--- src/core/rf_pkg.sv ---
// constants and carrier types of the banked register file
// ====================================================================
// Summary of operation
// - wide state: sixteen registers plus status words
// - registers 0 to 12 are plain storage
// - branch_and_link copies pc into current link
// - exception entry loads new mode link register
// - wide state: pc bits 1:0 read zero
// - compact state: pc bit 0 reads zero
// - privileged modes other than system see their saved status word
// - fast interrupt banks registers 8 to 14
// - other privileged modes except system bank registers 13, 14
// - one current, five saved status words
// - status holds flags, interrupt masks, mode
// - compact state reaches low, stack, link, pc
// - low registers shared by both states
// - compact sp, lr, pc are 13, 14, 15
// - both states share all status words
// - move_instruction reaches high registers in compact
// - compare_instruction and add read high registers
// - mode field codes select the bank
// - status compact flag selects the register view
package rf_pkg;
    // ================================================================
    // geometry
    localparam int PHYS_GPR = 30;
    localparam int NSAVED = 5;
    localparam logic [3:0] LOW_LAST = 4'h7;
    localparam logic [3:0] FIQ_FIRST = 4'h8;
    localparam logic [3:0] SP_IDX = 4'hD;
    localparam logic [3:0] LINK_IDX = 4'hE;
    localparam logic [3:0] PC_IDX = 4'hF;
    localparam logic [4:0] FIQ_BASE = 5'h0F;
    localparam logic [4:0] IRQ_BASE = 5'h16;
    localparam logic [4:0] SVC_BASE = 5'h18;
    localparam logic [4:0] ABT_BASE = 5'h1A;
    localparam logic [4:0] UND_BASE = 5'h1C;
    // ================================================================
    // mode codes
    localparam logic [4:0] MODE_USR = 5'h10;
    localparam logic [4:0] MODE_FIQ = 5'h11;
    localparam logic [4:0] MODE_IRQ = 5'h12;
    localparam logic [4:0] MODE_SVC = 5'h13;
    localparam logic [4:0] MODE_ABT = 5'h17;
    localparam logic [4:0] MODE_UND = 5'h1B;
    localparam logic [4:0] MODE_SYS = 5'h1F;
    // ================================================================
    // reset values and bus offsets
    localparam logic [31:0] STATUS_RESET = 32'h000000D3;
    localparam logic [31:0] PC_RESET = 32'h00000000;
    localparam logic [7:0] OFS_STATUS = 8'h00;
    localparam logic [7:0] OFS_SAVED = 8'h04;
    localparam logic [7:0] OFS_PC = 8'h08;
    localparam logic [7:0] OFS_VIEW = 8'h0C;
    // ================================================================
    // carriers
    typedef struct packed {
        logic [3:0] flags;
        logic [19:0] reserved;
        logic irq_off;
        logic fiq_off;
        logic compact;
        logic [4:0] mode;
    } psr_t;
    typedef struct packed {
        logic [3:0] idx;
        logic hi;
    } rd_req_t;
    typedef struct packed {
        logic en;
        logic [3:0] idx;
        logic hi;
        logic [31:0] data;
    } wr_req_t;
    typedef enum logic [2:0] {BANK_USR, BANK_FIQ, BANK_IRQ, BANK_SVC, BANK_ABT, BANK_UND} bank_t;
endpackage

--- src/core/banked_register_file.sv ---
// banked general and status register file with wishbone view
`timescale 1ns/1ns
module banked_register_file (
    input wire logic clk_i,
    input wire logic rst_i,
    input wire rf_pkg::rd_req_t rd_a_i,
    input wire rf_pkg::rd_req_t rd_b_i,
    output logic [31:0] rd_a_o,
    output logic [31:0] rd_b_o,
    input wire rf_pkg::wr_req_t wr_i,
    input wire logic pc_we_i,
    input wire logic [31:0] pc_i,
    output logic [31:0] pc_o,
    input wire logic branch_and_link_i,
    input wire logic exc_enter_i,
    input wire logic [4:0] exc_mode_i,
    input wire logic [31:0] exc_ret_i,
    input wire logic status_we_i,
    input wire rf_pkg::psr_t status_i,
    input wire logic saved_we_i,
    input wire rf_pkg::psr_t saved_i,
    output rf_pkg::psr_t current_status_word_o,
    output rf_pkg::psr_t saved_status_word_o,
    output logic compact_o,
    input wire logic wb_cyc_i,
    input wire logic wb_stb_i,
    input wire logic wb_we_i,
    input wire logic [7:0] wb_adr_i,
    input wire logic [3:0] wb_sel_i,
    input wire logic [31:0] wb_dat_i,
    output logic [31:0] wb_dat_o,
    output logic wb_ack_o
);
    // ================================================================
    // decoding helpers
    // mode code to bank
    function automatic rf_pkg::bank_t bank_of(input logic [4:0] m);
        case (m)
            rf_pkg::MODE_FIQ: bank_of = rf_pkg::BANK_FIQ;
            rf_pkg::MODE_IRQ: bank_of = rf_pkg::BANK_IRQ;
            rf_pkg::MODE_SVC: bank_of = rf_pkg::BANK_SVC;
            rf_pkg::MODE_ABT: bank_of = rf_pkg::BANK_ABT;
            rf_pkg::MODE_UND: bank_of = rf_pkg::BANK_UND;
            default: bank_of = rf_pkg::BANK_USR;
        endcase
    endfunction

    function automatic logic [4:0] phys_of(input rf_pkg::bank_t b, input logic [3:0] r);
        logic [4:0] p;
        p = 5'(r);
        if (b == rf_pkg::BANK_FIQ && r >= rf_pkg::FIQ_FIRST) begin
            p = rf_pkg::FIQ_BASE + 5'(r - rf_pkg::FIQ_FIRST);
        end else if (r >= rf_pkg::SP_IDX) begin
            case (b)
                rf_pkg::BANK_IRQ: p = rf_pkg::IRQ_BASE + 5'(r - rf_pkg::SP_IDX);
                rf_pkg::BANK_SVC: p = rf_pkg::SVC_BASE + 5'(r - rf_pkg::SP_IDX);
                rf_pkg::BANK_ABT: p = rf_pkg::ABT_BASE + 5'(r - rf_pkg::SP_IDX);
                rf_pkg::BANK_UND: p = rf_pkg::UND_BASE + 5'(r - rf_pkg::SP_IDX);
                default: p = 5'(r);
            endcase
        end
        return p;
    endfunction

    function automatic logic [2:0] slot_of(input rf_pkg::bank_t b);
        case (b)
            rf_pkg::BANK_IRQ: slot_of = 3'h1;
            rf_pkg::BANK_SVC: slot_of = 3'h2;
            rf_pkg::BANK_ABT: slot_of = 3'h3;
            rf_pkg::BANK_UND: slot_of = 3'h4;
            default: slot_of = 3'h0;
        endcase
    endfunction

    function automatic logic reach_ok(input logic t, input logic hi, input logic [3:0] r);
        return !t || hi || r <= rf_pkg::LOW_LAST || r >= rf_pkg::SP_IDX;
    endfunction

    function automatic logic [31:0] merge(input logic [31:0] old, input logic [31:0] nw, input logic [3:0] sel);
        logic [31:0] res;
        res = old;
        for (int k = 0; k < 4; k++) begin
            if (sel[k]) begin
                res[8*k +: 8] = nw[8*k +: 8];
            end
        end
        return res;
    endfunction

    // ================================================================
    // storage and decode
    logic [31:0] gpr [rf_pkg::PHYS_GPR];
    logic [31:0] pc;
    rf_pkg::psr_t status_word;
    rf_pkg::psr_t saved_words [rf_pkg::NSAVED];
    rf_pkg::bank_t bank;
    rf_pkg::bank_t exc_bank;
    logic compact;
    logic has_saved;
    logic [2:0] slot;
    logic [2:0] exc_slot;
    logic [31:0] pc_view;
    logic wr_ok;
    logic [4:0] wr_phys;
    logic [4:0] link_phys;
    logic [4:0] exc_link;
    logic wb_hit;
    logic wb_wr;
    logic [7:0] wb_ofs;
    logic gpr_write_any;

    assign bank = bank_of(status_word.mode);
    assign exc_bank = bank_of(exc_mode_i);
    assign compact = status_word.compact;
    assign has_saved = bank != rf_pkg::BANK_USR;
    assign slot = slot_of(bank);
    assign exc_slot = slot_of(exc_bank);
    assign pc_view = compact ? {pc[31:1], 1'b0} : {pc[31:2], 2'b00};
    assign wr_ok = wr_i.en && reach_ok(compact, wr_i.hi, wr_i.idx);
    assign wr_phys = phys_of(bank, wr_i.idx);
    assign link_phys = phys_of(bank, rf_pkg::LINK_IDX);
    assign exc_link = phys_of(exc_bank, rf_pkg::LINK_IDX);
    assign gpr_write_any = (wr_ok && wr_i.idx != rf_pkg::PC_IDX) || branch_and_link_i || exc_enter_i;

    // ================================================================
    // general registers
    always_ff @(posedge clk_i) begin
        if (rst_i) begin
            for (int i = 0; i < rf_pkg::PHYS_GPR; i++) begin
                gpr[i] <= '0;
            end
        end else begin
            if (wr_ok && wr_i.idx != rf_pkg::PC_IDX) begin
                gpr[wr_phys] <= wr_i.data;
            end
            if (branch_and_link_i) begin
                gpr[link_phys] <= pc_view;
            end
            if (exc_enter_i) begin
                gpr[exc_link] <= exc_ret_i;
            end
        end
    end

    always_ff @(posedge clk_i) begin
        if (rst_i) begin
            pc <= rf_pkg::PC_RESET;
        end else if (wr_ok && wr_i.idx == rf_pkg::PC_IDX) begin
            pc <= wr_i.data;
        end else if (pc_we_i) begin
            pc <= pc_i;
        end
    end

    // ================================================================
    // read ports
    function automatic logic [31:0] read_val(input rf_pkg::rd_req_t q);
        if (!reach_ok(compact, q.hi, q.idx)) begin
            return '0;
        end else if (q.idx == rf_pkg::PC_IDX) begin
            return pc_view;
        end
        return gpr[phys_of(bank, q.idx)];
    endfunction

    always_ff @(posedge clk_i) begin
        if (rst_i) begin
            rd_a_o <= '0;
            rd_b_o <= '0;
        end else begin
            rd_a_o <= read_val(rd_a_i);
            rd_b_o <= read_val(rd_b_i);
        end
    end

    // ================================================================
    // status words
    assign wb_hit = wb_cyc_i && wb_stb_i;
    assign wb_wr = wb_hit && wb_we_i && wb_ack_o;
    assign wb_ofs = {wb_adr_i[7:2], 2'b00};

    always_ff @(posedge clk_i) begin
        if (rst_i) begin
            status_word <= rf_pkg::psr_t'(rf_pkg::STATUS_RESET);
        end else if (exc_enter_i) begin
            status_word.mode <= exc_mode_i;
            status_word.compact <= 1'b0;
            status_word.irq_off <= 1'b1;
        end else if (status_we_i) begin
            status_word <= status_i;
        end else if (wb_wr && wb_ofs == rf_pkg::OFS_STATUS) begin
            status_word <= rf_pkg::psr_t'(merge(status_word, wb_dat_i, wb_sel_i));
        end
    end

    always_ff @(posedge clk_i) begin
        if (rst_i) begin
            for (int i = 0; i < rf_pkg::NSAVED; i++) begin
                saved_words[i] <= '0;
            end
        end else if (exc_enter_i && exc_bank != rf_pkg::BANK_USR) begin
            saved_words[exc_slot] <= status_word;
        end else if (saved_we_i && has_saved) begin
            saved_words[slot] <= saved_i;
        end else if (wb_wr && wb_ofs == rf_pkg::OFS_SAVED && has_saved) begin
            saved_words[slot] <= rf_pkg::psr_t'(merge(saved_words[slot], wb_dat_i, wb_sel_i));
        end
    end

    assign current_status_word_o = status_word;
    assign saved_status_word_o = has_saved ? saved_words[slot] : '0;
    assign compact_o = compact;
    assign pc_o = pc_view;

    // ================================================================
    // wishbone slave
    always_ff @(posedge clk_i) begin
        if (rst_i) begin
            wb_ack_o <= 1'b0;
        end else begin
            wb_ack_o <= wb_hit && !wb_ack_o;
        end
    end

    always_ff @(posedge clk_i) begin
        if (rst_i) begin
            wb_dat_o <= '0;
        end else if (wb_hit && !wb_ack_o) begin
            case (wb_ofs)
                rf_pkg::OFS_STATUS: wb_dat_o <= status_word;
                rf_pkg::OFS_SAVED: wb_dat_o <= saved_status_word_o;
                rf_pkg::OFS_PC: wb_dat_o <= pc_view;
                rf_pkg::OFS_VIEW: wb_dat_o <= {27'h0, has_saved, 3'(bank), compact};
                default: wb_dat_o <= '0;
            endcase
        end
    end
endmodule

--- config.mk ---
export PLATFORM = sky130hd
export DESIGN_NAME = banked_register_file
export DESIGN_NICKNAME = d
export VERILOG_FILES = /design/src/core/rf_pkg.sv /design/src/core/banked_register_file.sv
export SDC_FILE = /design/constraint.sdc
export NUM_CORES = 2
export LEC_CHECK = 0
export BUFFER_PORTS_ARGS = -buffer_cell sky130_fd_sc_hd__buf_2
export CORE_ASPECT_RATIO = 1.1
export CORE_MARGIN = 5
export CORE_UTILIZATION = 30
export DETAILED_ROUTE_END_ITERATION = 10
export PLACE_DENSITY = 0.45
export RECOVER_POWER = 100
export SETUP_SLACK_MARGIN = 0.4
export SYNTH_ARGS = -nofsm -noshare
export SYNTH_HDL_FRONTEND = slang
export SYNTH_SLANG_ARGS = --single-unit
--- constraint.sdc ---
create_clock -name clk_i -period 5.9 [get_ports clk_i]
set_input_delay 0.885 -clock clk_i [delete_from_list [all_inputs] [get_ports clk_i]]
set_output_delay 0.885 -clock clk_i [all_outputs]
set_load 0.01 [all_outputs]
==> flow_metrics.env <==
export IMPL_finClkSkew_ns=0.0585
export IMPL_via_count=67504
export IMPL_critical_path_most_common_cell="clkbuf_1"
export IMPL_setup_viol=0
export IMPL_r2r_start="current_status_word_o[0]"
export IMPL_p_seq_frac=0.423
export IMPL_grt_max_degree=116
export IMPL_r2r_cells=13
export IMPL_holdBufCountCts=0
export IMPL_synth_fa_ha_area_frac=0.00423
export IMPL_endpoint_kind="register"
export IMPL_numCtsBuffers=162
export IMPL_finalCritPeriodShare=0.961
export IMPL_post_route_util=0.348
export IMPL_pwr_share_clk=0.387
export IMPL_drv_cap=50
export IMPL_htreeDepth=4
export IMPL_final_seq_area_mm2=0.0389
export IMPL_maxSlewViolCount=1469
export IMPL_ioPinCount=429
export IMPL_cts_tree="yes"
export IMPL_ys_dominant_reg_cell="edfxtp_1"
export IMPL_final_cell_mix="edfxtp_1 (1188), and2_1 (545), nand2_1 (459)"
export IMPL_drcViolationCount=0
export IMPL_relSlewSlack=-0.732
export IMPL_yosysSeqAreaShare=0.509
export IMPL_clockBufferDepth=3
export IMPL_overflow=0
export IMPL_final_common_cell="edfxtp_1"
export IMPL_synth_xor_area_share=0.00202
export IMPL_dpl_worst_slack_ns=0.566
export IMPL_status="finished with violations"
export IMPL_syn_inst=7144
export IMPL_synthMuxAreaShare=0.0670
export IMPL_crit_type="reg -> reg"
export IMPL_crit_chain="clkbuf_1 > and4b_1 > clkbuf_2 > nand2_1 > a21oi_1 > a311oi_4 > buf_12 > clkbuf_1 > a211oi_1 > a2111oi_0 > o41ai_1 > buf_4 > nand3_1"
export IMPL_p_sw_mw=8.39
export IMPL_multi_input_area_mm2=0.0338
export IMPL_die_w_um=491
export IMPL_synth_edf_count=1188
export IMPL_post_route_min_period_ns=5.67
export IMPL_ys_warn_count=0
export IMPL_arrival_ns=6.44
export IMPL_syn2layout_area_growth_pct=15.7
export IMPL_p_leak_nw=31.9
export IMPL_rsz0062_at_grt="no"
export IMPL_tightest_slew_ns=2.60
export IMPL_timing_final_hold_violations=0
export IMPL_syn_area_mm2=0.0764
export IMPL_wl_per_cell_um=37.8
export IMPL_fillers=25297
export IMPL_r2r_slack_ns=0.23
export IMPL_holdPathEnd="current_status_word_o[23]"
export IMPL_synth_compound_area_frac=0.204
export IMPL_synth_top_family_by_area="compound AO/OA/AOI/OAI gates"
export IMPL_routed_wl_um=406000
export IMPL_worstSkewPairLatency_ns=0.86
export IMPL_synth_simple_gate_area_frac=0.161
export IMPL_design_die_area_mm2=0.265
export IMPL_critical_path_max_stage_delay_ns=0.98
export IMPL_coreArea_mm2=0.254
export IMPL_rows=194
export IMPL_min_path_cells=3
export IMPL_fin_ws_ns=0.232
export IMPL_pwr_share_comb=0.190
export IMPL_ys_ff_latch=1348
export IMPL_failed_checks="capacitance limit, slew limit"
export IMPL_start_kind="register"
export IMPL_fmax_ghz=0.176
export IMPL_hpwl_um=259000
export IMPL_cts_root_buf="clkbuf_16"
export IMPL_grt_pass1_wl_um=550000
export IMPL_yosysTopAreaCell="edfxtp_1"
export IMPL_clkSinkCount=1348
export IMPL_critical_path_top_delay_family="compound AO/OA/AOI/OAI gates"
export IMPL_tns_ns=0
export IMPL_portBuffers=424
export IMPL_r2r_end="rd_a_o[4]"
export IMPL_syn_area_per_cell_um2=10.7
export IMPL_required_ns=6.67
export IMPL_drtPass1Iterations=8
export IMPL_critPathBufInv=5
export IMPL_routed_via_density=6.29
export IMPL_cp_slowest_cell="a311oi_4"
export IMPL_antenna_found_initial=63
export IMPL_ys_types=92
export IMPL_place_gp_congestion=0.945
export IMPL_drtIter0Drc=9939
export IMPL_start_util=0.301
export IMPL_clkSlewWorstSetupHoldPaths_ns=0.06
export IMPL_antenna_left=0
export IMPL_nNetsFinal=7484
export IMPL_cp_max_fo=35
export IMPL_die_y_um=539
export IMPL_cellPowerDensity_mw_per_mm2=300
export IMPL_synth_area_leaders="edfxtp_1 (47%), and2_1 (6.3%), dfxtp_1 (4.2%)"
export IMPL_p_int_mw=18.1
export IMPL_yosysTopAreaCellShare=0.467
export IMPL_grt_use_total=0.293
export IMPL_swShare=0.317
export IMPL_grt_pass1_vias=65023
export IMPL_hp_start="wb_dat_i[23]"
export IMPL_hp_class="in -> reg"
export IMPL_drive_gt1_frac=0.141
export IMPL_synthArstFlopShare=0
export IMPL_ir_drop_v=0.000291
-- layer usage --
| metal | vias to the layer above | global-route usage | share of wire | wire length [µm] |
|---|---|---|---|---|
| li1 | 27615 | - | - | - |
| met1 | 34268 | 0.377 | 0.39 | 158000 |
| met2 | 4620 | 0.461 | 0.45 | 183000 |
| met3 | 987 | 0.0692 | 0.10 | 40500 |
| met4 | 14 | 0.150 | 0.059 | 24100 |
| met5 | - | 0.00434 | 0.00063 | 257 |
-- cells in the mapped netlist (89+ instances only) --
cell       instances
clkbuf_1         721
and3_1           288
nand2_1          466
a21oi_1          189
a21boi_0         238
buf_2             93
buf_1             89
a221oi_1         273
edfxtp_1        1188
a21o_1            98
a211oi_1         303
nand3_1          236
nor2_1           386
dfxtp_1          160
mux2i_1          320
o21ai_0          119
a2111oi_0        245
a22o_1            96
and2_1           775
-- metrics by stage --
stage	cell area (µm²)	power (mW)	hold slack, ns	cells
after floorplan	76400	13.8	0.481	7148
final	88300	26.5	0.379	10731
after global routing	88300	27.2	0.372	10717
after CTS	89300	26.6	0.327	10696
after detailed placement	83900	16.4	0.458	10393
after global placement	83900	16.4	0.457	10393
-- how the worst max path moves through the flow --
stage / depth (start not counted) / startpoint / endpoint / slack (ns)
6_report: 13 / current_status_word_o[0] / rd_a_o[4] / 0.23
5_1_grt: 8 / current_status_word_o[0] / saved_status_word_o[21] / 0.22
4_1_cts: 9 / current_status_word_o[3] / saved_status_word_o[31] / 0.44
3_5_place_dp: 14 / rd_b_i[1] / rd_b_o[5] / 0.57
3_3_place_gp: 14 / rd_b_i[1] / rd_b_o[5] / 0.59
2_1_floorplan: 12 / current_status_word_o[3] / gpr[24][0] / 0.19
-- flip-flops by register name (all words and copies together), names as in the netlist --
register / count
wb_dat_o: 32
wb_ack_o: 1
compact_o: 1
rd_a_o: 32
saved_words: 164
current_status_word_o: 31
pc: 31
rd_b_o: 32
gpr: 1024
-- repair_timing --
action	in CTS	in global routing
hold endpoints to repair	0	0
setup buffers	0	0
resized for setup	0	1
endpoints found under the setup margin	0	1
-- power groups by stage --
| stage | clock (mW) | sequential (mW) | combinational, mW |
|---|---|---|---|
| 2_1_floorplan | 0 | 11.3 | 2.48 |
| 3_3_place_gp | 0 | 11.4 | 4.96 |
| 3_5_place_dp | 0 | 11.4 | 4.98 |
| 4_1_cts | 10.4 | 11.2 | 4.99 |
| 5_1_grt | 10.8 | 11.3 | 5.15 |
| 6_report | 10.3 | 11.2 | 5.02 |
-- cell families (layout without fill, tap and decap cells) --
kind of cell	count (synthesis)	in the layout
and+or+nand+nor	2341	2341
muxes	410	410
xor gates and xnor gates	16	16
other	1	40
AOI/OAI and AO/OA	2016	2016
buffers and inverters	988	1204
adders and majority gates	24	24
DFF	1348	1348
-- final cells by class --
type | instances | share of cell area
antenna | 35 | 0.000992
clock buffer | 237 | 0.0515
clock inverter | 66 | 0.00874
inverter | 39 | 0.00166
multi-input combinational | 4812 | 0.382
sequential | 1348 | 0.440
tap | 3332 | 0.0472
timing repair buffer | 862 | 0.0675
-- tightest hold or removal path, stage by stage --
cell and delay [ns]:
buf_2 0.11, mux2i_1 0.12, a211oi_1 0.08
(Power assumes the default switching activity.)
